$ cat src/acs_cfg.svh
// Purpose: offsets, field positions, reset values and timing counts
// Assumes: byte addresses on a 32-bit AHB-Lite bus, one byte of data per word
// Notes: definitions only
`ifndef ACS_CFG_SVH
`define ACS_CFG_SVH

`define ACS_OFF_RES_HI 8'h00
`define ACS_OFF_RES_LO 8'h04
`define ACS_OFF_CTRL0 8'h08
`define ACS_OFF_CTRL1 8'h0C
`define ACS_OFF_CTRL2 8'h10
`define ACS_OFF_CTRL3 8'h14
`define ACS_OFF_CHGRP 8'h18
`define ACS_OFF_ANSEL_LO 8'h1C
`define ACS_OFF_ANSEL_HI 8'h20
`define ACS_OFF_STATUS 8'h24

`define ACS_C0_ON 0
`define ACS_C0_GO 1
`define ACS_C0_MODE_LSB 2
`define ACS_C0_MULTI 4
`define ACS_C2_JUSTIFY 7
`define ACS_C2_ACQ_LSB 3
`define ACS_C2_CLK_LSB 0
`define ACS_ST_DONE 0

`define ACS_CTRL0_WMASK 8'h3D
`define ACS_CTRL1_WMASK 8'hD3
`define ACS_CTRL3_WMASK 8'hDF
`define ACS_ANSEL_HI_WMASK 8'h01
`define ACS_RST_BYTE 8'h00

`define ACS_CONV_TADS 12
`define ACS_POST_TADS 2
`define ACS_SEQ_OVERLAP 12
`define ACS_INSTR_NS 400
`define ACS_HCLK_NS 100
`define ACS_INSTR_CLKS ((`ACS_INSTR_NS + `ACS_HCLK_NS - 1) / `ACS_HCLK_NS)

`endif

$ cat src/acs_pkg.sv
// Purpose: shared types of the conversion sequencer
// Assumes: nothing beyond SystemVerilog packed types
// Notes: constants live in acs_cfg.svh
package acs_pkg;

  typedef enum logic [2:0] {
    ACS_OFF,
    ACS_ACQ,
    ACS_DLY,
    ACS_PACQ,
    ACS_CONV,
    ACS_POST
  } acs_state_t;

  typedef enum logic [1:0] {
    ACS_MODE_SINGLE,
    ACS_MODE_SEQ,
    ACS_MODE_SIMUL,
    ACS_MODE_RSVD
  } acs_mode_t;

  typedef struct packed {
    logic [7:0] addr;
    logic write;
  } acs_aphase_t;

  typedef struct packed {
    logic sample_en;
    logic pair_en;
    logic [3:0] channel;
    logic [9:0] dac_code;
  } acs_afe_t;

endpackage : acs_pkg

$ cat src/acs_tad_gen.sv
// Purpose: bit period tick from the oscillator divider or the RC source
// Assumes: rc_tick is a one-cycle pulse synchronous to hclk
// Notes: divider restarts whenever run is low
`timescale 1ns/1ns
module acs_tad_gen #(
  parameter int DIV_W = 7
) (
  input wire logic hclk,
  input wire logic hresetn,
  input wire logic run,
  input wire logic [2:0] clk_sel,
  input wire logic rc_tick,
  output logic tad_tick
);

  logic [DIV_W-1:0] cnt_ff;
  logic [DIV_W-1:0] div_last;
  logic [2:0] idx;
  logic use_rc;
  logic step;
  logic wrap;

  initial begin
    if (DIV_W < 7) $error("acs_tad_gen: DIV_W must be at least 7");
  end

  // RULE_18 clock code decode
  assign idx = {clk_sel[1:0], clk_sel[2]};
  assign use_rc = (idx == 3'd6) || (idx == 3'd7);
  assign div_last = (idx == 3'd6) ? DIV_W'(3) :
                    (idx == 3'd7) ? DIV_W'(0) : DIV_W'((2 << idx) - 1);
  assign step = use_rc ? rc_tick : 1'b1;
  assign wrap = step && (cnt_ff >= div_last);

  always_ff @(posedge hclk or negedge hresetn) begin
    if (!hresetn) begin
      cnt_ff <= '0;
    end else if (!run || wrap) begin
      cnt_ff <= '0;
    end else if (step) begin
      cnt_ff <= cnt_ff + DIV_W'(1);
    end
  end

  always_ff @(posedge hclk or negedge hresetn) begin
    if (!hresetn) begin
      tad_tick <= 1'b0;
    end else begin
      tad_tick <= run && wrap;
    end
  end

endmodule : acs_tad_gen

$ cat src/acs_top.sv
// Purpose: 10-bit successive-approximation converter sequencer behind AHB-Lite
// Assumes: single word transfers, cmp_hi valid at each bit period tick
// Notes: writes take no wait state, reads take one
//
// The implementer's own choices: the AHB-Lite register port and the placing of the registers.
`timescale 1ns/1ns
`include "acs_cfg.svh"
// Behaviour
// RULE_01: Zero acquisition select delays conversion start by one instruction time; the code delays it in single-shot mode only.
// RULE_02: Software selects the RC clock for conversions in Sleep.
// RULE_03: Acquisition select 0010 samples four bit periods then converts.
// RULE_04: Clearing go during a conversion aborts it at once.
// RULE_05: Abort leaves the partial sample in the result pair.
// RULE_06: Abort raises no completion flag; software reads partial result promptly.
// RULE_07: Two bit periods of wait follow every finished or aborted conversion; the code skips it between the two conversions of a simultaneous pair.
// RULE_08: After that wait acquisition of the selected channel restarts automatically.
// RULE_09: Software turns the converter on before setting go.
// RULE_10: Conversion end loads the 10-bit result into the byte pair.
// RULE_11: Justify select places the result left or right.
// RULE_12: The six unused result bits load as zero.
// RULE_13: Result bytes are plain read-write storage while disabled.
// RULE_14: Sequential mode shortens later acquisitions by twelve bit periods.
// RULE_15: Simultaneous mode samples a pair, converts both, then the next pair.
// RULE_16: Each conversion takes exactly twelve bit periods.
// RULE_17: Zero acquisition select starts conversion without acquisition delay.
// RULE_18: Clock select codes pick 2..64 oscillator periods, RC or RC/4.
// RULE_19: Conversions in Sleep are allowed only in single-shot mode.
// RULE_20: Normal completion clears go and sets the completion flag.
// RULE_21: Programmed acquisition is counted in bit periods.
module acs_top import acs_pkg::*; #(
  parameter int INSTR_CLKS = `ACS_INSTR_CLKS
) (
  input wire logic hclk,
  input wire logic hresetn,
  input wire logic hsel,
  input wire logic [31:0] haddr,
  input wire logic [1:0] htrans,
  input wire logic hwrite,
  input wire logic [2:0] hsize,
  input wire logic [31:0] hwdata,
  input wire logic hready,
  output logic [31:0] hrdata,
  output logic hreadyout,
  output logic hresp,
  input wire logic rc_tick,
  input wire logic sleep_mode,
  input wire logic cmp_hi,
  output acs_afe_t afe,
  output logic busy
);

  initial begin
    if (INSTR_CLKS < 1 || INSTR_CLKS > 255) $error("acs_top: INSTR_CLKS out of range");
  end

  acs_state_t state_ff;
  acs_aphase_t aph_ff;
  logic wr_pend_ff;
  logic rd_pend_ff;
  logic [7:0] res_hi_ff, res_lo_ff, ctrl0_ff, ctrl1_ff, ctrl2_ff, ctrl3_ff;
  logic [7:0] chgrp_ff, ansel_lo_ff, ansel_hi_ff;
  logic go_ff;
  logic done_ff;
  logic [4:0] tcnt_ff;
  logic [7:0] dly_ff;
  logic [1:0] chan_ff;
  logic [9:0] sar_ff, trial_ff, mask_ff;
  logic tad_tick;
  logic [7:0] wbyte;
  logic wr_c0, go_set, go_clr, start, abort, conv_end, last_conv, pair_next;
  logic [4:0] acq_tads, acq_next, acq_len;
  logic [9:0] sar_next, result;
  acs_mode_t mode;
  logic [7:0] rd_mux;

  assign wbyte = hwdata[7:0];
  assign mode = ctrl0_ff[`ACS_C0_MULTI] ? acs_mode_t'(ctrl0_ff[`ACS_C0_MODE_LSB +: 2]) : ACS_MODE_SINGLE;
  assign wr_c0 = wr_pend_ff && (aph_ff.addr == `ACS_OFF_CTRL0);
  // RULE_19 sleep single only
  assign go_set = wr_c0 && wbyte[`ACS_C0_GO] && !go_ff && ctrl0_ff[`ACS_C0_ON]
                  && !(sleep_mode && mode != ACS_MODE_SINGLE);
  assign go_clr = wr_c0 && !wbyte[`ACS_C0_GO] && go_ff;
  assign start = go_set && (state_ff == ACS_ACQ);
  // RULE_04 abort on go clear
  assign abort = go_clr && (state_ff == ACS_DLY || state_ff == ACS_PACQ || state_ff == ACS_CONV);
  assign conv_end = (state_ff == ACS_CONV) && tad_tick && (tcnt_ff == 5'(`ACS_CONV_TADS - 1)) && !abort;
  assign last_conv = (mode == ACS_MODE_SINGLE) || (mode == ACS_MODE_RSVD) || (chan_ff == 2'd3);
  assign pair_next = (mode == ACS_MODE_SIMUL) && !chan_ff[0];
  // RULE_21 acquisition in bit periods
  assign acq_tads = {ctrl2_ff[`ACS_C2_ACQ_LSB +: 4], 1'b0};
  // RULE_14 overlap shortens acquisition
  assign acq_next = (mode == ACS_MODE_SEQ) ?
                    ((acq_tads > 5'(`ACS_SEQ_OVERLAP)) ? acq_tads - 5'(`ACS_SEQ_OVERLAP) : 5'd0) : acq_tads;
  // First acquisition of a sequence is never shortened
  assign acq_len = (chan_ff == 2'd0) ? acq_tads : acq_next;
  assign sar_next = cmp_hi ? trial_ff : sar_ff;
  assign result = sar_ff;

  acs_tad_gen #(
    .DIV_W(7)
  ) u_tad (
    .hclk(hclk),
    .hresetn(hresetn),
    // Abort restarts the divider so the wait gets two whole periods
    .run((state_ff == ACS_PACQ || state_ff == ACS_CONV || state_ff == ACS_POST) && !abort),
    .clk_sel(ctrl2_ff[`ACS_C2_CLK_LSB +: 3]),
    .rc_tick(rc_tick),
    .tad_tick(tad_tick)
  );

  // Bus address phase; reads get one wait state so data comes from a flop
  always_ff @(posedge hclk or negedge hresetn) begin
    if (!hresetn) begin
      aph_ff <= '0;
      wr_pend_ff <= 1'b0;
      rd_pend_ff <= 1'b0;
    end else begin
      wr_pend_ff <= 1'b0;
      rd_pend_ff <= 1'b0;
      if (hsel && hready && htrans[1]) begin
        aph_ff <= '{addr: haddr[7:0], write: hwrite};
        wr_pend_ff <= hwrite;
        rd_pend_ff <= !hwrite;
      end
    end
  end

  always_comb begin
    case (aph_ff.addr)
      `ACS_OFF_RES_HI: rd_mux = res_hi_ff;
      `ACS_OFF_RES_LO: rd_mux = res_lo_ff;
      `ACS_OFF_CTRL0: rd_mux = {ctrl0_ff[7:2], go_ff, ctrl0_ff[0]};
      `ACS_OFF_CTRL1: rd_mux = ctrl1_ff;
      `ACS_OFF_CTRL2: rd_mux = ctrl2_ff;
      `ACS_OFF_CTRL3: rd_mux = ctrl3_ff;
      `ACS_OFF_CHGRP: rd_mux = chgrp_ff;
      `ACS_OFF_ANSEL_LO: rd_mux = ansel_lo_ff;
      `ACS_OFF_ANSEL_HI: rd_mux = ansel_hi_ff;
      `ACS_OFF_STATUS: rd_mux = {7'h00, done_ff};
      default: rd_mux = 8'h00;
    endcase
  end

  always_ff @(posedge hclk or negedge hresetn) begin
    if (!hresetn) begin
      hrdata <= 32'h00000000;
      hreadyout <= 1'b1;
      hresp <= 1'b0;
    end else begin
      hresp <= 1'b0;
      hreadyout <= !(hsel && hready && htrans[1] && !hwrite);
      if (rd_pend_ff) begin
        hrdata <= {24'h000000, rd_mux};
      end
    end
  end

  // Plain configuration storage
  always_ff @(posedge hclk or negedge hresetn) begin
    if (!hresetn) begin
      ctrl0_ff <= `ACS_RST_BYTE;
      ctrl1_ff <= `ACS_RST_BYTE;
      ctrl2_ff <= `ACS_RST_BYTE;
      ctrl3_ff <= `ACS_RST_BYTE;
      chgrp_ff <= `ACS_RST_BYTE;
      ansel_lo_ff <= `ACS_RST_BYTE;
      ansel_hi_ff <= `ACS_RST_BYTE;
    end else if (wr_pend_ff) begin
      case (aph_ff.addr)
        `ACS_OFF_CTRL0: ctrl0_ff <= wbyte & `ACS_CTRL0_WMASK;
        `ACS_OFF_CTRL1: ctrl1_ff <= wbyte & `ACS_CTRL1_WMASK;
        `ACS_OFF_CTRL2: ctrl2_ff <= wbyte;
        `ACS_OFF_CTRL3: ctrl3_ff <= wbyte & `ACS_CTRL3_WMASK;
        `ACS_OFF_CHGRP: chgrp_ff <= wbyte;
        `ACS_OFF_ANSEL_LO: ansel_lo_ff <= wbyte;
        `ACS_OFF_ANSEL_HI: ansel_hi_ff <= wbyte & `ACS_ANSEL_HI_WMASK;
        default: ;
      endcase
    end
  end

  // Go flag: software write wins only when it clears
  always_ff @(posedge hclk or negedge hresetn) begin
    if (!hresetn) begin
      go_ff <= 1'b0;
    end else if (go_clr || (wr_c0 && !wbyte[`ACS_C0_ON])) begin
      go_ff <= 1'b0;
    end else if (start) begin
      go_ff <= 1'b1;
    // RULE_20 done clears go
    end else if (conv_end && last_conv) begin
      go_ff <= 1'b0;
    end
  end

  // RULE_06 flag only on completion
  always_ff @(posedge hclk or negedge hresetn) begin
    if (!hresetn) begin
      done_ff <= 1'b0;
    end else if (conv_end && last_conv) begin
      done_ff <= 1'b1;
    end else if (wr_pend_ff && aph_ff.addr == `ACS_OFF_STATUS && wbyte[`ACS_ST_DONE]) begin
      done_ff <= 1'b0;
    end
  end

  // Result pair: hardware load beats a software write
  always_ff @(posedge hclk or negedge hresetn) begin
    if (!hresetn) begin
      res_hi_ff <= `ACS_RST_BYTE;
      res_lo_ff <= `ACS_RST_BYTE;
    // RULE_10 load result pair
    // RULE_05 partial kept on abort
    end else if (conv_end || (abort && state_ff == ACS_CONV)) begin
      // RULE_11 justify select
      // RULE_12 unused bits zero
      if (ctrl2_ff[`ACS_C2_JUSTIFY]) begin
        {res_hi_ff, res_lo_ff} <= {6'h00, result};
      end else begin
        {res_hi_ff, res_lo_ff} <= {result, 6'h00};
      end
    // RULE_13 plain storage
    end else if (wr_pend_ff && aph_ff.addr == `ACS_OFF_RES_HI) begin
      res_hi_ff <= wbyte;
    end else if (wr_pend_ff && aph_ff.addr == `ACS_OFF_RES_LO) begin
      res_lo_ff <= wbyte;
    end
  end

  // Sequencer state
  always_ff @(posedge hclk or negedge hresetn) begin
    if (!hresetn) begin
      state_ff <= ACS_OFF;
    end else if (!ctrl0_ff[`ACS_C0_ON]) begin
      state_ff <= ACS_OFF;
    end else begin
      case (state_ff)
        ACS_OFF: state_ff <= ACS_ACQ;
        ACS_ACQ: begin
          if (start) begin
            // RULE_01 delayed start
            // RULE_17 no acquisition delay
            if (acq_tads == 5'd0) begin
              state_ff <= (mode == ACS_MODE_SINGLE) ? ACS_DLY : ACS_CONV;
            // RULE_03 programmed acquisition
            end else begin
              state_ff <= ACS_PACQ;
            end
          end
        end
        ACS_DLY: begin
          if (abort) begin
            state_ff <= ACS_POST;
          end else if (dly_ff == 8'(INSTR_CLKS - 1)) begin
            state_ff <= ACS_CONV;
          end
        end
        ACS_PACQ: begin
          if (abort) begin
            state_ff <= ACS_POST;
          end else if (tad_tick && tcnt_ff == acq_len - 5'd1) begin
            state_ff <= ACS_CONV;
          end
        end
        ACS_CONV: begin
          // RULE_07 wait after conversion
          if (abort || (conv_end && last_conv)) begin
            state_ff <= ACS_POST;
          // RULE_15 pair back to back
          end else if (conv_end && pair_next) begin
            state_ff <= ACS_CONV;
          end else if (conv_end) begin
            state_ff <= ACS_POST;
          end
        end
        ACS_POST: begin
          if (tad_tick && tcnt_ff == 5'(`ACS_POST_TADS - 1)) begin
            // RULE_08 auto reacquire
            if (!go_ff) begin
              state_ff <= ACS_ACQ;
            end else if (acq_next == 5'd0) begin
              state_ff <= ACS_CONV;
            end else begin
              state_ff <= ACS_PACQ;
            end
          end
        end
        default: state_ff <= ACS_OFF;
      endcase
    end
  end

  // Bit period and instruction counters
  always_ff @(posedge hclk or negedge hresetn) begin
    if (!hresetn) begin
      tcnt_ff <= 5'd0;
      dly_ff <= 8'h00;
    end else begin
      dly_ff <= (state_ff == ACS_DLY) ? dly_ff + 8'h01 : 8'h00;
      if (state_ff == ACS_ACQ || state_ff == ACS_DLY || state_ff == ACS_OFF || abort || conv_end) begin
        tcnt_ff <= 5'd0;
      end else if (tad_tick) begin
        // RULE_16 twelve bit periods
        if ((state_ff == ACS_PACQ && tcnt_ff == acq_len - 5'd1) ||
            (state_ff == ACS_POST && tcnt_ff == 5'(`ACS_POST_TADS - 1))) begin
          tcnt_ff <= 5'd0;
        end else begin
          tcnt_ff <= tcnt_ff + 5'd1;
        end
      end
    end
  end

  // Channel index steps after each conversion of a sequence except the last
  always_ff @(posedge hclk or negedge hresetn) begin
    if (!hresetn) begin
      chan_ff <= 2'd0;
    end else if (start || state_ff == ACS_ACQ) begin
      chan_ff <= 2'd0;
    end else if (conv_end && !last_conv) begin
      chan_ff <= chan_ff + 2'd1;
    end
  end

  // Successive approximation: bit 9 tried at count 1, bit 0 judged at count 10
  always_ff @(posedge hclk or negedge hresetn) begin
    if (!hresetn) begin
      sar_ff <= 10'h000;
      trial_ff <= 10'h000;
      mask_ff <= 10'h000;
    end else if (state_ff != ACS_CONV || conv_end) begin
      sar_ff <= 10'h000;
      trial_ff <= 10'h200;
      mask_ff <= 10'h200;
    end else if (tad_tick && tcnt_ff >= 5'd1 && tcnt_ff <= 5'd10) begin
      sar_ff <= sar_next;
      mask_ff <= mask_ff >> 1;
      trial_ff <= sar_next | (mask_ff >> 1);
    end
  end

  // Front end drive; sampling held open only in the ACQ and PACQ states
  always_ff @(posedge hclk or negedge hresetn) begin
    if (!hresetn) begin
      afe <= '0;
      busy <= 1'b0;
    end else begin
      afe.sample_en <= (state_ff == ACS_ACQ || state_ff == ACS_PACQ);
      afe.pair_en <= (mode == ACS_MODE_SIMUL);
      afe.channel <= (mode == ACS_MODE_SINGLE || mode == ACS_MODE_RSVD) ?
                     {2'd0, chgrp_ff[1:0]} : {chan_ff, chgrp_ff[2*chan_ff +: 2]};
      afe.dac_code <= trial_ff;
      busy <= go_ff;
    end
  end
endmodule : acs_top

$ cat config.mk
export PLATFORM = sky130hd
export DESIGN_NAME = acs_top
export DESIGN_NICKNAME = d
export VERILOG_FILES = /design/src/acs_pkg.sv /design/src/acs_tad_gen.sv /design/src/acs_top.sv
export VERILOG_INCLUDE_DIRS = /design/src
export SDC_FILE = /design/constraint.sdc
export NUM_CORES = 1
export LEC_CHECK = 0
export BUFFER_PORTS_ARGS = -buffer_cell sky130_fd_sc_hd__clkbuf_2
export CAP_MARGIN = 20
export CORE_ASPECT_RATIO = 1.2
export CORE_UTILIZATION = 51
export CTS_CLUSTER_SIZE = 28
export DETAILED_ROUTE_END_ITERATION = 6
export PLACE_DENSITY = 0.76
export SETUP_SLACK_MARGIN = 0.2
export SYNTH_ARGS = -nofsm -noshare
export SYNTH_HDL_FRONTEND = slang
export SYNTH_SLANG_ARGS = --single-unit
$ cat constraint.sdc
create_clock -name hclk -period 3 [get_ports hclk]
set_input_delay 0.3 -clock hclk [delete_from_list [all_inputs] [get_ports hclk]]
set_output_delay 0.3 -clock hclk [all_outputs]
set_load 0.005 [all_outputs]
# Yosys cells after proc, flatten, opt, wreduce, memory -nomap -nowiden
# Cells that the tools add are included.
# Widths: inputs -> output; s select.
# classes
addsub	7
order_cmp	4
n_eq_ne	31
shift	2
mux	53
bitwise	1
reduce_logical	88
# op_table
operator	count
$pmux 8 s10	1
$mux 10	7
$mux 8	8
$mux 3	14
$logic_and 1x1->1	35
$eq 8x5->1 const B	4
$mux 5	6
$mux 7	4
$logic_or 1x1->1	19
$pmux 3 s6	1
$eq 8x4->1 const B	2
$eq 8x6->1 const B	2
$reduce_and 2->1	8
$reduce_bool 2->1	8
$eq 3x3->1 const B	4
$logic_not 1->1	10
$logic_not 5->1	2
$or 10x9->10	1
$ne 3x3->1 const B	3
$add 8x1->8 const B	1
$eq 8x2->1 const B	1
$eq 8x3->1 const B	1
$logic_not 8->1	1
$mux 1	8
other kinds (28)	35
# totals
reg_bits	152
inputBits	77
word_cells	216

# Depth between registers and ports, before layout
# logic_depth
ltp_word	12
ltp_mapped	13

# Modules after synthesis
# Synthesis repeated with hierarchy kept, for this count alone.
# hier_totals
hier_cells	761
hier_area_um2	7783.7
# by_module_without_submodules
mod	n_inst	cells_per_inst	area_each_um2
acs_top	1	687	7123.1
acs_tad_gen	1	74	660.6

# Worst setup path after synthesis
# OpenSTA, ideal clock, no wires.
# synth_path
kind	flip-flop to flip-flop
start	register ctrl0_ff[4]
end	register state_ff[2]
t_arrival_ns	2.791
required_ns	2.922
slack_ns	0.132
path_stages_with_launch	14
n_path_buf	0
period_less_slack_ns	2.868
cell_sequence	dfrtp_1 and2_1 ha_1 nor2b_4 nand2_1 mux2_2 ha_1 xor2_1 nand3_1 mux2_2 o21bai_1 o311ai_2 o31a_1 a21boi_1
# synth_via
elab_chain_len	9
word_cells_on_any_way	36
classes_between	1 x add/sub; 7 x eq/ne; 13 x mux; 15 x reduce/logical
# synth_rtl
item	line	text
from (decl)	acs_top.sv:60	logic [7:0] res_hi_ff, res_lo_ff, ctrl0_ff, ctrl1_ff, ctrl2_ff, ctrl3_ff;
from (signal assigned)	acs_top.sv:161	ctrl0_ff <= `ACS_RST_BYTE;
from (signal assigned)	acs_top.sv:170	`ACS_OFF_CTRL0: ctrl0_ff <= wbyte & `ACS_CTRL0_WMASK;
$mux 2 *	acs_top.sv:77	assign mode = ctrl0_ff[`ACS_C0_MULTI] ? acs_mode_t'(ctrl0_ff[`ACS_C0_MODE_LSB +: 2]) : ACS_MODE_SINGLE;
$eq 2x1->1, or another cell as far along	acs_top.sv:92	assign acq_next = (mode == ACS_MODE_SEQ) ?
$mux 5 / $logic_or 1x1->1 (equally long branches)	acs_top.sv:92, acs_top.sv:87	
$mux 5, or another cell as far along	acs_top.sv:95	assign acq_len = (chan_ff == 2'd0) ? acq_tads : acq_next;
$sub 5x1->5, or another cell as far along	acs_top.sv:261	end else if (tad_tick && tcnt_ff == acq_len - 5'd1) begin
$eq 5x5->1, or another cell as far along	acs_top.sv:261	
$logic_and 1x1->1, or another cell as far along	acs_top.sv:261	
$ne 4x4->1 (no line) / $pmux 3 s6 (equally long branches)	-	
$reduce_and 5->1 (no line) / $mux 3 (equally long branches)	-	
to (signal assigned)	acs_top.sv:244	state_ff <= (mode == ACS_MODE_SINGLE) ? ACS_DLY : ACS_CONV;
to (decl)	acs_top.sv:56	acs_state_t state_ff;
# Mark *: on every way between the ends. The rest lies on a longest branch, timed or not. The select of a mux whose other input is x is not followed.
# A chain may end at the register's enable or synchronous reset.

# Worst setup path in the final report
# layout_path
start	register ctrl0_ff[4]
end	register state_ff[0]
# layout_via
elab_chain_len	9
word_cells_on_any_way	33
classes_between	1 x add/sub; 7 x eq/ne; 10 x mux; 15 x reduce/logical
# layout_rtl
item	line
$mux 2 *	acs_top.sv:77
$eq 2x1->1, or another cell as far along	acs_top.sv:92
$mux 5 / $logic_or 1x1->1 (equally long branches)	acs_top.sv:92, acs_top.sv:87
$mux 5, or another cell as far along	acs_top.sv:95
$sub 5x1->5, or another cell as far along	acs_top.sv:261
$eq 5x5->1, or another cell as far along	acs_top.sv:261
$logic_and 1x1->1, or another cell as far along	acs_top.sv:261
$ne 4x4->1 (no line) / $pmux 3 s6 (equally long branches)	-
$reduce_and 5->1 (no line) / $mux 3 (equally long branches)	-
# Marked as above.

==> flow_metrics.tcl <==
set metrics [dict create \
    finalWeightedCongestion 0.850 \
    tns_ns 0 \
    grtUsageTotal_pct 24.8 \
    num_io_pins 128 \
    path_cells "and2_4 -> ha_4 -> nor2b_4 -> nand2_2 -> mux2_4 -> ha_4 -> xor2_2 -> nand3_1 -> mux2_4 -> o21bai_4 -> o311ai_4 -> buf_4 -> nand2_2 -> o311a_1" \
    cts.htree.levels 4 \
    dpl.hpwl_um 12400 \
    synth_cell_types 74 \
    antenna_found_initial 0 \
    root_buffer "clkbuf_16" \
    hold_viol_final 0 \
    dieArea_um2 15800 \
    core_um2 15000 \
    cts_tree "done" \
    placement.io_buffers 50 \
    p_leak_nw 4.10 \
    drc 2 \
    first_iter_violations 380 \
    drtAntennaViolNets 0 \
    seq_area_frac_synth_pct 48.5 \
    critPathTopFamily "multiplexers" \
    fill_cells 1239 \
    path_depth 14 \
    timing.final.max_slew_violations 0 \
    cp_slowest_cell "dfrtp_1" \
    fin_skew_ns 0.00825 \
    die_w_um 115 \
    grt_overflow 0 \
    path_clk_slew_ns 0.06 \
    maxSlewHeadroom_pct 56.6 \
    synth_flop_cell "dfrtp_1" \
    setup_viol 0 \
    design_area_um2 9050 \
    hold_path_depth 2 \
    async_flop_share_pct 100 \
    synth.avg_cell_area_um2 10.4 \
    reg2reg_depth 14 \
    grt_pass1_wl_um 30000 \
    routed_via_density 5.76 \
    wire_per_inst_um 17.4 \
    placed_cells 1000 \
    cpPeakStageDelay_ns 0.40 \
    cp.required_ns 3.35 \
    place_area_um2 8300 \
    netlist_area_um2 7790 \
    fp-row-count 49 \
    drv_cap 0 \
    synth.area.top_cells "dfrtp_1 48%, mux2_2 7.8%, nand2_1 3.2%, a21oi_1 3.2%, ha_1 3.2%" \
    end_kind "register" \
    cts_num_sinks 151 \
    hold_path_class "in -> reg" \
    netlist_top_cells_count "150 x dfrtp_1, 67 x nand2_1, 65 x nor2_1" \
    utilization_pct 60.5 \
    die_h_um 137 \
    diodes 0 \
    ys_warn_count 0 \
    cts_made_buffers 17 \
    clock_path_buffers 2 \
    drive_above_1_share_pct 24.1 \
    synthCells 747 \
    synth_edf_count 0 \
    firstDrtPassIters 7 \
    start_util_pct 52.1 \
    timing.critical_path.buf_inv 1 \
    synth.most_common_cell "dfrtp_1" \
    path_class "reg -> reg" \
    grt_max_degree 70 \
    yosys.area.top_type_share_pct 48.2 \
    crit_arrival_ns 3.19 \
    nNetsFinal 923 \
    clock_latency_ns 0.42 \
    whs_ns 0.113 \
    num_vias 5998 \
    max-vdd-ir-drop_uv 386 \
    synth_area_leader_cell "dfrtp_1" \
    grt_pass1_vias 6010 \
    worstMarginPinSlew_ns 0.645 \
    fmax_ghz 0.352 \
    power.density_nw_per_um2 588 \
    min_period_ns 2.84 \
    yosys_register_bits 151 \
    status "finished with violations" \
    finalWirelength_um 18100 \
    stdcell_count 1042 \
    crit_fanout 4 \
    areaGrowthSynthToFinish_pct 16.1 \
    start_kind "register" \
    violations "design-rule violations" \
    final.period_utilization_pct 94.7 \
    rsz0062_at_grt "true" \
]
cell type report:
type | instances | area [um2] | area share (%)
inverters | 39 | 146 | 1.62
flip-flops and latches | 151 | 3780 | 41.8
clock inverters | 13 | 133 | 1.47
well taps | 204 | 255 | 2.82
repair buffers | 85 | 522 | 5.77
multi-input cells | 532 | 3780 | 41.8
clock buffers | 18 | 429 | 4.74
worst reg2reg max path: cells and delay by family, from the launching register on:
family                   cells  cell delay, ns
AO/OA/AOI/OAI                3            0.45
XOR/XNOR                     1            0.16
adder cells (fa/ha/maj)      2            0.40
buffers and inverters        1            0.16
flip-flops                   1            0.40
multiplexers                 2            0.62
AND/OR/NAND/NOR              5            0.59
power breakdown:
part / switching [mW] / internal, mW / total [mW]
sequential: 0.156 / 2.15 / 2.31
clock: 0.840 / 1.21 / 2.05
combinational: 0.530 / 0.428 / 0.957
total: 1.53 / 3.79 / 5.32
routing by layer:
layer | up-vias | wire, um | track usage, % | part of all wire (%)
li1 | 2798 | - | - | -
met1 | 2996 | 7670 | 30.6 | 42
met2 | 175 | 9300 | 42.8 | 51
met3 | 29 | 802 | 4.62 | 4.4
met4 | 0 | 336 | 9.67 | 1.9
met5 | - | 0 | 0 | 0
metrics by stage:
stage               setup slack [ns]  power [mW]
floorplan                      0.202        2.94
global placement              0.0308        3.15
detailed placement           -0.0560        3.17
CTS                            0.176        5.29
global route                  0.0196        5.55
finish                         0.160        5.32
layout by cell type, fill, tap and decap left out, types with 9 or more instances in the layout:
cell type / instances
clkbuf_16: 17
nand2b_1: 9
o32ai_1: 10
conb_1: 26
o21ai_0: 22
nor2_1: 65
mux2i_1: 24
ha_1: 16
a21oi_1: 49
mux2_2: 52
nand3_1: 19
buf_4: 34
xor2_1: 10
nand2_1: 64
and3_1: 13
inv_1: 38
dfrtp_1: 149
a22oi_1: 18
clkbuf_2: 49
cell families after synthesis:
logic type	synth area share, %
muxes	11.1
DFF	48.5
buffers and inverters	5.67
AOI/OAI and AO/OA	15.4
xor gates and xnor gates	2.02
adders and majority gates	3.21
and+or+nand+nor	14.0
other	0.0964
what timing repair did:
| item | in CTS | in global routing |
|---|---|---|
| resized for setup | 8 | 10 |
| hold buffers | 1 | 0 |
| setup buffers | 7 | 2 |
| setup endpoints to repair | 6 | 13 |
| endpoints found under the hold margin | 64 | 0 |
| pin swaps | 9 | 9 |
registers in the layout, indices dropped and copies added, names as in the netlist, 2 cells and up:
| register | cells |
|---|---|
| chan_ff | 2 |
| tcnt_ff | 5 |
| hrdata | 8 |
| result | 10 |
| res_lo_ff | 8 |
| ctrl0_ff | 5 |
| ctrl1_ff | 5 |
| chgrp_ff | 8 |
| ctrl2_ff | 8 |
| trial_ff | 10 |
| dly_ff | 8 |
| state_ff | 3 |
| ansel_lo_ff | 8 |
| res_hi_ff | 8 |
| u_tad.cnt_ff | 7 |
| aph_ff | 8 |
| ctrl3_ff | 7 |
| mask_ff | 9 |
| afe | 16 |
path summary, 6_finish.rpt:
kind	endpoint	slack [ns]	from
worst max-delay path	state_ff[0]	0.16	ctrl0_ff[4]
worst min-delay path	aph_ff[6]	0.11	haddr[5]
worst max register to register	state_ff[0]	0.16	ctrl0_ff[4]
worst min register to register	afe[5]	0.40	trial_ff[5]
max in group asynchronous	result[3]	1.75	hresetn
min in group asynchronous	aph_ff[8]	0.47	hresetn
No activity file was read; power rests on OpenSTA's default activity.
